### src/logic/led_scan_pkg.sv
// Shared constants for the LED matrix scan core.
package led_scan_pkg;
  // Number of row outputs driven by the core.
  localparam int ROW_COUNT = 28;
  // Number of common outputs driven by the core.
  localparam int COM_COUNT = 8;
  // Width of the display memory address pointer.
  localparam int ADDR_W = 5;
  // Highest valid display memory address.
  localparam logic [4:0] ADDR_LAST = 5'h1b;
  // Address loaded into the pointer after reset.
  localparam logic [4:0] ADDR_RESET = 5'h00;
  // Oscillator cycles spent on one common phase.
  localparam int PHASE_CYCLES = 4160;
  // Width of the phase timer.
  localparam int PHASE_W = 13;
  // Default common count after reset (single bit, 1 selects 8 commons).
  localparam logic COM8_RESET = 1'b1;
  // Settling time before the host may start transfers, in microseconds.
  localparam int INIT_TIME_US = 1000;
  // Clock rate in MHz.
  localparam int CLK_MHZ = 125;
  // Settling time expressed in clock cycles.
  localparam int INIT_CYCLES = INIT_TIME_US * CLK_MHZ;
  // Width of the settling counter.
  localparam int INIT_W = 17;
endpackage : led_scan_pkg

### src/logic/bit_sync.sv
// Two-flop synchroniser for a single level.
`timescale 1ns/1ps
module bit_sync (
  input wire logic clk_in,
  input wire logic rst_b_in,
  input wire logic ce_in,
  input wire logic d_in,
  output logic q_out
);
  // First stage, read only by the second stage.
  logic meta_r;

  // Register the level through two flops.
  always_ff @(posedge clk_in or negedge rst_b_in) begin
    if (!rst_b_in) begin
      meta_r <= 1'b0;
      q_out <= 1'b0;
    end else if (ce_in) begin
      meta_r <= d_in;
      q_out <= meta_r;
    end
  end
endmodule : bit_sync

### src/logic/led_matrix_scan_core.sv
// LED matrix scan core: display memory, pointer, common scan and thermal shutdown.
//
// Overview of operation
// - Reset restores controls, keeps display memory.
// - Oscillator stopped after reset until started.
// - Outputs high impedance, display off after reset.
// - Active commons selectable as one or eight.
// - All scan timing derives from oscillator clock.
// - Rows come from common phase and data.
// - Eight commons follow selected drive mode.
// - Pointer load, then single or burst writes.
// - Over-temperature sets flag, blanks, kills direct.
// - Release clears flag, restores display, direct.
// - Memory holds 28 bytes; one lights LED.
// - Address n drives row n.
// - D7 drives first common, D0 last.
`timescale 1ns/1ps
module led_matrix_scan_core
  import led_scan_pkg::*;
#(
  parameter int PHASE_LEN = PHASE_CYCLES,
  parameter int INIT_LEN = INIT_CYCLES
) (
  input wire logic clk_in,
  input wire logic rst_b_in,
  input wire logic ce_in,
  input wire logic osc_start_in,
  input wire logic osc_stop_in,
  input wire logic display_on_in,
  input wire logic display_off_in,
  input wire logic com8_sel_in,
  input wire logic com_cfg_we_in,
  input wire logic ptr_load_in,
  input wire logic [ADDR_W-1:0] ptr_addr_in,
  input wire logic data_we_in,
  input wire logic [7:0] data_in,
  input wire logic direct_in,
  input wire logic over_temp_in,
  output logic [ROW_COUNT-1:0] row_outputs_out,
  output logic [ROW_COUNT-1:0] row_oe_out,
  output logic [COM_COUNT-1:0] common_outputs_out,
  output logic [COM_COUNT-1:0] common_oe_out,
  output logic direct_out,
  output logic direct_oe_out,
  output logic thermal_shutdown_flag_out,
  output logic osc_running_out,
  output logic init_done_out,
  output logic [ADDR_W-1:0] ptr_out
);
  // Scan state machine, one-hot.
  typedef enum logic [1:0] {
    SCAN_IDLE = 2'b01,
    SCAN_RUN = 2'b10
  } scan_type;

  // Complete control state held in one packed record.
  typedef struct packed {
    scan_type scan;
    logic osc_on;
    logic disp_on;
    logic com8;
    logic shutdown;
    logic init_done;
    logic [INIT_W-1:0] init_cnt;
    logic [PHASE_W-1:0] phase_cnt;
    logic [2:0] com_idx;
    logic [ADDR_W-1:0] ptr;
    logic [ROW_COUNT-1:0] rows;
    logic [ROW_COUNT-1:0] row_oe;
    logic [COM_COUNT-1:0] coms;
    logic [COM_COUNT-1:0] com_oe;
    logic direct;
    logic direct_oe;
  } state_type;

  // Display memory, kept apart so reset leaves its contents alone.
  logic [7:0] display_data_memory [ROW_COUNT];
  // Registered state and its next value.
  state_type st_r;
  state_type st_nxt;
  // Synchronised over-temperature level.
  logic hot_sync;

  // Reset value of the control record.
  localparam state_type ST_RESET = '{
    scan: SCAN_IDLE, osc_on: 1'b0, disp_on: 1'b0, com8: COM8_RESET, shutdown: 1'b0,
    init_done: 1'b0, init_cnt: '0, phase_cnt: '0, com_idx: 3'h0, ptr: ADDR_RESET,
    rows: '0, row_oe: '0, coms: '0, com_oe: '0, direct: 1'b0, direct_oe: 1'b0};

  // Pick the data bit of a memory word for a given common index.
  function automatic logic com_bit(input logic [7:0] word, input logic [2:0] idx);
    com_bit = word[3'h7 - idx];
  endfunction : com_bit

  bit_sync u_hot_sync (
    .clk_in(clk_in),
    .rst_b_in(rst_b_in),
    .ce_in(ce_in),
    .d_in(over_temp_in),
    .q_out(hot_sync)
  );

  always_ff @(posedge clk_in) begin
    if (ce_in && data_we_in && !ptr_load_in && st_r.ptr <= ADDR_LAST) begin
      display_data_memory[st_r.ptr] <= data_in;
    end
  end

  // Next-state logic for the whole control record.
  always_comb begin
    logic lit;
    logic active;
    logic [2:0] eff_idx;
    lit = 1'b0;
    active = 1'b0;
    eff_idx = 3'h0;
    st_nxt = st_r;
    // Settling counter marks when the host may start talking.
    if (!st_r.init_done) begin
      if (st_r.init_cnt == INIT_W'(INIT_LEN - 1)) begin
        st_nxt.init_done = 1'b1;
      end else begin
        st_nxt.init_cnt = st_r.init_cnt + INIT_W'(1);
      end
    end
    if (osc_start_in) begin
      st_nxt.osc_on = 1'b1;
    end else if (osc_stop_in) begin
      st_nxt.osc_on = 1'b0;
    end
    // Display on and off commands.
    if (display_on_in) begin
      st_nxt.disp_on = 1'b1;
    end else if (display_off_in) begin
      st_nxt.disp_on = 1'b0;
    end
    if (com_cfg_we_in) begin
      st_nxt.com8 = com8_sel_in;
    end
    if (ptr_load_in) begin
      st_nxt.ptr = ptr_addr_in;
    end else if (data_we_in) begin
      st_nxt.ptr = (st_r.ptr >= ADDR_LAST) ? ADDR_RESET : st_r.ptr + ADDR_W'(1);
    end
    st_nxt.shutdown = hot_sync;
    unique case (st_r.scan)
      SCAN_IDLE: begin
        st_nxt.phase_cnt = '0;
        st_nxt.com_idx = 3'h0;
        if (st_r.osc_on) begin
          st_nxt.scan = SCAN_RUN;
        end
      end
      SCAN_RUN: begin
        if (!st_r.osc_on) begin
          st_nxt.scan = SCAN_IDLE;
        end else if (st_r.phase_cnt == PHASE_W'(PHASE_LEN - 1)) begin
          st_nxt.phase_cnt = '0;
          // One-common mode stays on the first common.
          st_nxt.com_idx = st_r.com8 ? st_r.com_idx + 3'h1 : 3'h0;
        end else begin
          st_nxt.phase_cnt = st_r.phase_cnt + PHASE_W'(1);
        end
      end
    endcase
    active = st_r.osc_on && st_r.disp_on && !st_r.shutdown && (st_r.scan == SCAN_RUN);
    // Single mode scans common zero
    // A stale index left from eight-common mode must never light another common.
    eff_idx = st_r.com8 ? st_r.com_idx : 3'h0;
    for (int c = 0; c < COM_COUNT; c++) begin
      st_nxt.coms[c] = active && (eff_idx == 3'(c));
      st_nxt.com_oe[c] = active && (st_r.com8 || c == 0);
    end
    for (int r = 0; r < ROW_COUNT; r++) begin
      lit = com_bit(display_data_memory[r], eff_idx);
      st_nxt.rows[r] = active && lit;
      st_nxt.row_oe[r] = active;
    end
    st_nxt.direct = st_r.osc_on && !st_r.shutdown && direct_in;
    st_nxt.direct_oe = st_r.osc_on && !st_r.shutdown;
  end

  always_ff @(posedge clk_in or negedge rst_b_in) begin
    if (!rst_b_in) begin
      st_r <= ST_RESET;
    end else if (ce_in) begin
      st_r <= st_nxt;
    end
  end

  // Outputs come straight from the record flops.
  assign row_outputs_out = st_r.rows;
  assign row_oe_out = st_r.row_oe;
  assign common_outputs_out = st_r.coms;
  assign common_oe_out = st_r.com_oe;
  assign direct_out = st_r.direct;
  assign direct_oe_out = st_r.direct_oe;
  assign thermal_shutdown_flag_out = st_r.shutdown;
  assign osc_running_out = st_r.osc_on;
  assign init_done_out = st_r.init_done;
  assign ptr_out = st_r.ptr;
endmodule : led_matrix_scan_core

### config.mk
export PLATFORM = sky130hd
export DESIGN_NAME = led_matrix_scan_core
export DESIGN_NICKNAME = d
export VERILOG_FILES = /design/src/logic/led_scan_pkg.sv /design/src/logic/bit_sync.sv /design/src/logic/led_matrix_scan_core.sv
export SDC_FILE = /design/constraint.sdc
export NUM_CORES = 1
export LEC_CHECK = 0
export ABC_AREA = 1
export BUFFER_PORTS_ARGS = -buffer_cell sky130_fd_sc_hd__buf_2
export CORE_MARGIN = 3
export CORE_UTILIZATION = 35
export CTS_CLUSTER_SIZE = 40
export DETAILED_ROUTE_END_ITERATION = 12
export PLACE_DENSITY = 0.63
export SYNTH_ARGS = -nofsm -noshare
export SYNTH_HDL_FRONTEND = slang
export SYNTH_SLANG_ARGS = --single-unit
### constraint.sdc
create_clock -name clk_in -period 2.6 [get_ports clk_in]
set_clock_uncertainty 0.2 [all_clocks]
set_input_delay 0.13 -clock clk_in [delete_from_list [all_inputs] [get_ports clk_in]]
set_output_delay 0.13 -clock clk_in [all_outputs]
set_load 0.05 [all_outputs]
[Word-level counts from Yosys, hierarchy flattened]
Memories as Yosys holds them, arrays and structs flattened.
Index checks and enable logic that the tools add are counted.
Operators by class
  muxes and demuxes: 77
  $add $sub $neg: 5
  $lt $le $gt $ge: 3
  equality and inequality tests: 15
  reduce and logical (&&, ||, !) cells: 59
  bitwise operators: 2
Operator list (count)
  $bmux 1 s3: 28
  $logic_and 1x1->1: 45
  $mux 1: 35
  $pmux 16 s2: 1
  $mux 18: 1
  $add 17x1->17 const B: 1
  $eq 17x17->1 const B: 1
  $mux 17: 1
  $mux 16: 1
  $mux 5: 3
  $add 13x1->13 const B: 1
  $eq 13x13->1 const B: 1
  $mux 13: 1
  $eq 3x3->1 const B: 4
  $reduce_and 2->1: 5
  $mux 3: 3
  $reduce_and 3->1: 3
  $ne 2x2->1 const B: 4
  $eq 3x2->1 const B: 2
  $reduce_bool 2->1: 3
  $add 5x1->5 const B: 1
  $ge 5x5->1 const B: 1
  $le 5x5->1 const B: 1
  $lt 3x4->1 const B: 1
  10 further kinds: 13
Word-level totals
  flip-flop bits (word level): 88
  bits of input ports: 26
  logic and storage cells: 180
  memory bits (writable): 224
  output and inout port bits: 82
  memories kept: 1
Memory list
  display_data_memory: words 28, width 8, read ports 28, clocked after Yosys merged registers in 0, wr ports 1, RTL line led_matrix_scan_core.sv:77  | logic [7:0] display_data_memory [ROW_COUNT];

[Logic depth before layout (Yosys ltp)]
  depth after elaboration: 5
  mapped depth: 11
  gate-level depth less buffers: 9

[By module]
From an unflattened synthesis, not the netlist that was laid out.
Second synthesis, totals
  cells, all modules: 1771
  area total of the unflattened synthesis: 15336.0 um2
Modules (own cells, without submodules)
  led_matrix_scan_core: area each 15259.6 um2, cells each 1762, sequential area each 8856.0 um2, instances 1
  bit_sync: area each 76.3 um2, cells each 9, sequential area each 50.0 um2, instances 1

[Worst setup path before layout]
Ideal clock, no wire load.
  kind: reg2reg
  from: register st_r (netlist bit ptr_out[0])
  to: memory display_data_memory[24][0] (enable)
  stages on the path, launching flop included: 6
  buffers on the path: 0
  arrival: 1.506 ns
  slack: 0.524 ns
  setup time: 0.370 ns
  clock period less this slack: 2.076 ns
  data required time: 2.030 ns
  cells stage by stage: dfrtp_1 ha_1 nand3_1 a21oi_2 nand2_1 nor2_1
Between the ends
  word-level cells in the longest chain between the ends: 4
Ends and longest elaborated chain
  start, declared: RTL line led_matrix_scan_core.sv:79  | state_type st_r;
  start signal, assigned: RTL line led_matrix_scan_core.sv:187  | st_r <= st_nxt;
  $le 5x5->1: RTL line led_matrix_scan_core.sv:104  | if (ce_in && data_we_in && !ptr_load_in && st_r.ptr <= ADDR_LAST) begin
  $logic_and 1x1->1: RTL line led_matrix_scan_core.sv:104
  $mux 1: RTL line led_matrix_scan_core.sv:104
  $mux 1 (not written as such): RTL line led_matrix_scan_core.sv:105  | display_data_memory[st_r.ptr] <= data_in;
  end, declared: RTL line led_matrix_scan_core.sv:77
Several ways; a longest one is shown, not always the timed one.

[Worst setup path after layout]
  from: input ce_in
  to: register st_r (netlist bit ptr_out[4])
Between the ends
  word-level cells in the longest chain between the ends: 1
Ends and longest elaborated chain
  start, declared: RTL line led_matrix_scan_core.sv:26  | input wire logic ce_in,
  $reduce_and 2->1 (no line)
Every way passes these cells.
A chain may end at the register's enable or synchronous reset.

==> reports/summary.txt <==
critical path startpoint category - primary input
P&R area growth vs syn - 13.8%
Hold Fails Final Rpt - 0
CP Data Required Time - 2.85 ns
RSZ-0062 raised after global routing - no
Worst Tran Pin Value - 0.849 ns
data arrival time at the worst-slack endpoint - 2.75 ns
Inserted Clock Buffers - 30
Post-Syn Instances - 1759
count of max-cap constraint violations - 0
endpoint of the lowest-slack register-to-register path - display_data_memory[23][5]$_DFFE_PP_
estimated wirelength of the detail-placed design - 20.7 mm
maximum vdd drop - 591 uV
post-synth net total - 1792
weighted congestion at the end of routability-driven global placement - 0.777
cell repeated most along the worst path - sky130_fd_sc_hd__dlygate4sd3_1
area of the core - 0.0425 mm^2
Max Transition Viols Final - 0
Leak - 0.00855 uW
total routed wirelength - 36.3 mm
clock slew at reported path FFs - 0.07 ns
setup violation total in the final timing report - 0
number of global-route vias before repair - 10400
register area share after synthesis - 58.4%
DRC Markers - 0
run status - completed
worst slew margin relative to its limit - 43.4%
power per cell area - 752 mW/mm^2
Min-Delay Startpoint - data_in[6]
Num Clock Sinks - 311
detailed-router iteration count before antenna repair - 5
overall die area - 0.0461 mm^2
number of antenna violations at the first check in global routing - 0
top fanout value on the critical path - 6
met2 routed wirelength - 16.8 mm
portion of the clock cycle consumed by the worst path in the final layout - 96.2%
ordered cell list for the critical path - dlygate4sd3_1, buf_2, buf_4, o21ai_0, a21oi_1, dlygate4sd3_1, a21oi_1, dlygate4sd3_1
number of vias after detailed routing - 10900
Yosys Warn Count - 0
setup slack of the worst register-to-register path - 0.25 ns
clock root buffer master - sky130_fd_sc_hd__clkbuf_16
count of cells along the worst hold path - 1
Ports - 108
number of distinct library cell variants in the gate-level netlist after synthesis - 31
residual antenna-violating net count after detailed routing - 0
antenna diode count - 0
Yosys reg bits - 311
kind of path behind the tightest hold check - in -> reg
minimum period implied by the final worst setup slack - 2.50 ns
nets - 1868
maximum number of pins on one net before global-route repair - 118
Clock Path Buffers - 3
Critical Path Max Stage Delay - 0.58 ns
highest-delay cell along the critical path - sky130_fd_sc_hd__dlygate4sd3_1
uppermost routed layer - met4
family with the most delay on the worst path - buffers and inverters
worst setup path class - in -> reg
Avg WL per Cell - 14.9 um
synthesized area - 0.0152 mm^2
cells on worst reg2reg path - 6
ratio of routed vias to standard cells - 4.48
fill cell total of the finished layout - 4155
wire length of the first global-routing pass - 57.3 mm
width of the chip - 215 um
critical path buffer and inverter count - 5
Post-Synthesis Mean Instance Area - 8.67 um^2
launch point of the worst reg-to-reg path - ptr_out[0]$_DFFE_PN0P_
TritonCTS clock tree - yes
layout cells sized above 1 - 12.3%
crit path capture type - flop
total number of placement rows - 75
overall track demand over capacity in global routing - 15.5%
count of port buffers added during placement - 107
first-iteration detailed-routing DRC count - 704
Setup TNS - 0 ns
H-tree lvl count - 1
clk_lat worst skew - 0.57 ns
starting density of the core - 35.9%
Worst Hold Endpoint - display_data_memory[21][6]$_DFFE_PP_
Detail Route met3 WL - 2.15 mm
final core occ - 40.8%
maximum clock frequency - 400 MHz
sum of overflow across all layers after global routing - 0
overall die height - 215 um
Met1 Routed Length - 16.8 mm
-- placed cells by master, fill, tap and decap left out, types with 31 or more instances in the layout --
master / n
sky130_fd_sc_hd__buf_4: 48
sky130_fd_sc_hd__inv_1: 268
sky130_fd_sc_hd__clkbuf_16: 31
sky130_fd_sc_hd__edfxtp_1: 224
sky130_fd_sc_hd__nand3_1: 172
sky130_fd_sc_hd__buf_2: 106
sky130_fd_sc_hd__dlygate4sd3_1: 34
sky130_fd_sc_hd__nor2_1: 88
sky130_fd_sc_hd__dfrtp_1: 84
sky130_fd_sc_hd__nand2_1: 679
-- power breakdown --
group	switching (uW)	internal (uW)	leakage (uW)
combinational	2180	806	0.00488
sequential	196	5510	0.00318
clock	1820	2540	0.000487
-- layer usage --
layer  GRT usage, %  up-vias
met1           21.5     5059
met4           3.08        0
met2           26.0      282
met5              0        -
met3           2.43       45
li1               -     5531
-- kinds of logic (layout without fill, tap and decap cells) --
family / count (synthesis) / in the layout / share of synthesized area [%]
XOR/XNOR: 14 / 14 / 0.804
flip-flops: 311 / 311 / 58.4
AO/OA/AOI/OAI: 39 / 39 / 1.44
buffers and inverters: 424 / 524 / 13.1
AND/OR/NAND/NOR: 964 / 964 / 25.7
adder cells (fa/ha/maj): 7 / 7 / 0.574
-- per-stage QoR --
stage / hold WS, ns / setup WS [ns] / std cells / power (uW) / instance area, um^2
floorplan: -0.366 / 0.524 / 1759 / 8180 / 15200
global placement: 0.0371 / 0.360 / 2345 / 8690 / 16000
detailed placement: 0.0444 / 0.271 / 2345 / 8730 / 16000
CTS: 0.0246 / 0.171 / 2436 / 13200 / 17400
global route: 0.0204 / 0.0113 / 2436 / 13700 / 17400
finish: 0.0134 / 0.100 / 2436 / 13100 / 17400
-- flip-flops by register name, indices dropped and copies added (netlist names) --
| register | count |
|---|---|
| st_r | 37 |
| display_data_memory | 224 |
| osc_running_out | 1 |
| init_done_out | 1 |
| common_outputs_out | 8 |
| ptr_out | 5 |
| direct_oe_out | 1 |
| thermal_shutdown_flag_out | 1 |
| u_hot_sync.meta_r | 1 |
| direct_out | 1 |
| common_oe_out | 2 |
| row_outputs_out | 28 |
| u_hot_sync.q_out | 1 |
-- worst max-delay path by stage --
stage                                       from                                    to  slack (ns)  cells after the start
after detailed placement  ptr_out[0]$_DFFE_PN0P_  display_data_memory[23][5]$_DFFE_PP_        0.27                      6
final                                      ce_in                ptr_out[4]$_DFFE_PN0P_         0.1                      8
after global routing                       ce_in                ptr_out[4]$_DFFE_PN0P_        0.01                      8
after floorplan           ptr_out[0]$_DFFE_PN0P_  display_data_memory[24][0]$_DFFE_PP_        0.52                      5
after CTS                                  ce_in                ptr_out[0]$_DFFE_PN0P_        0.17                      8
after global placement    ptr_out[0]$_DFFE_PN0P_  display_data_memory[23][7]$_DFFE_PP_        0.36                      6
-- layout make-up --
type | instances | area, um^2 | share of cell area, %
flip-flops and latches | 311 | 8910 | 51.4
multi-input cells | 1024 | 4350 | 25.1
repair buffers | 194 | 1350 | 7.79
inverters | 274 | 1030 | 5.93
clock buffers | 51 | 941 | 5.42
well taps | 577 | 722 | 4.16
clock inverters | 5 | 48.8 | 0.281
-- synth_stat cells --
cell,instances,area (um^2)
sky130_fd_sc_hd__buf_1,2,7.51
sky130_fd_sc_hd__nand3b_1,1,7.51
sky130_fd_sc_hd__nand4_2,1,12.5
sky130_fd_sc_hd__xor2_1,10,87.6
sky130_fd_sc_hd__nand2_1,680,2550
sky130_fd_sc_hd__inv_2,6,22.5
sky130_fd_sc_hd__a31o_2,1,8.76
sky130_fd_sc_hd__buf_4,90,676
sky130_fd_sc_hd__a21oi_1,15,75.1
sky130_fd_sc_hd__dfstp_2,2,52.6
sky130_fd_sc_hd__nor2_2,2,12.5
sky130_fd_sc_hd__inv_1,268,1010
sky130_fd_sc_hd__a21oi_2,1,8.76
sky130_fd_sc_hd__nand4_1,7,43.8
sky130_fd_sc_hd__nand2_4,2,22.5
sky130_fd_sc_hd__a21boi_2,1,11.3
sky130_fd_sc_hd__nor2_1,88,330
sky130_fd_sc_hd__buf_6,2,22.5
sky130_fd_sc_hd__buf_2,42,210
sky130_fd_sc_hd__nor2_4,2,22.5
sky130_fd_sc_hd__nand2_2,4,25.0
sky130_fd_sc_hd__a22o_1,2,17.5
sky130_fd_sc_hd__o21ai_0,18,90.1
sky130_fd_sc_hd__edfxtp_1,224,6730
sky130_fd_sc_hd__nand3_1,172,861
sky130_fd_sc_hd__clkbuf_1,14,52.6
sky130_fd_sc_hd__xnor2_1,4,35.0
sky130_fd_sc_hd__nor3_1,5,25.0
sky130_fd_sc_hd__ha_1,7,87.6
sky130_fd_sc_hd__dfrtp_1,85,2130
sky130_fd_sc_hd__o21bai_1,1,7.51
-- timing repair --
action                     CTS  global route
hold buffers                35             0
buffers inserted             0             0
resized for setup            0             0
setup endpoints to repair    0             0
hold endpoints to repair   175             0
No activity file was read; power rests on OpenSTA's default activity.
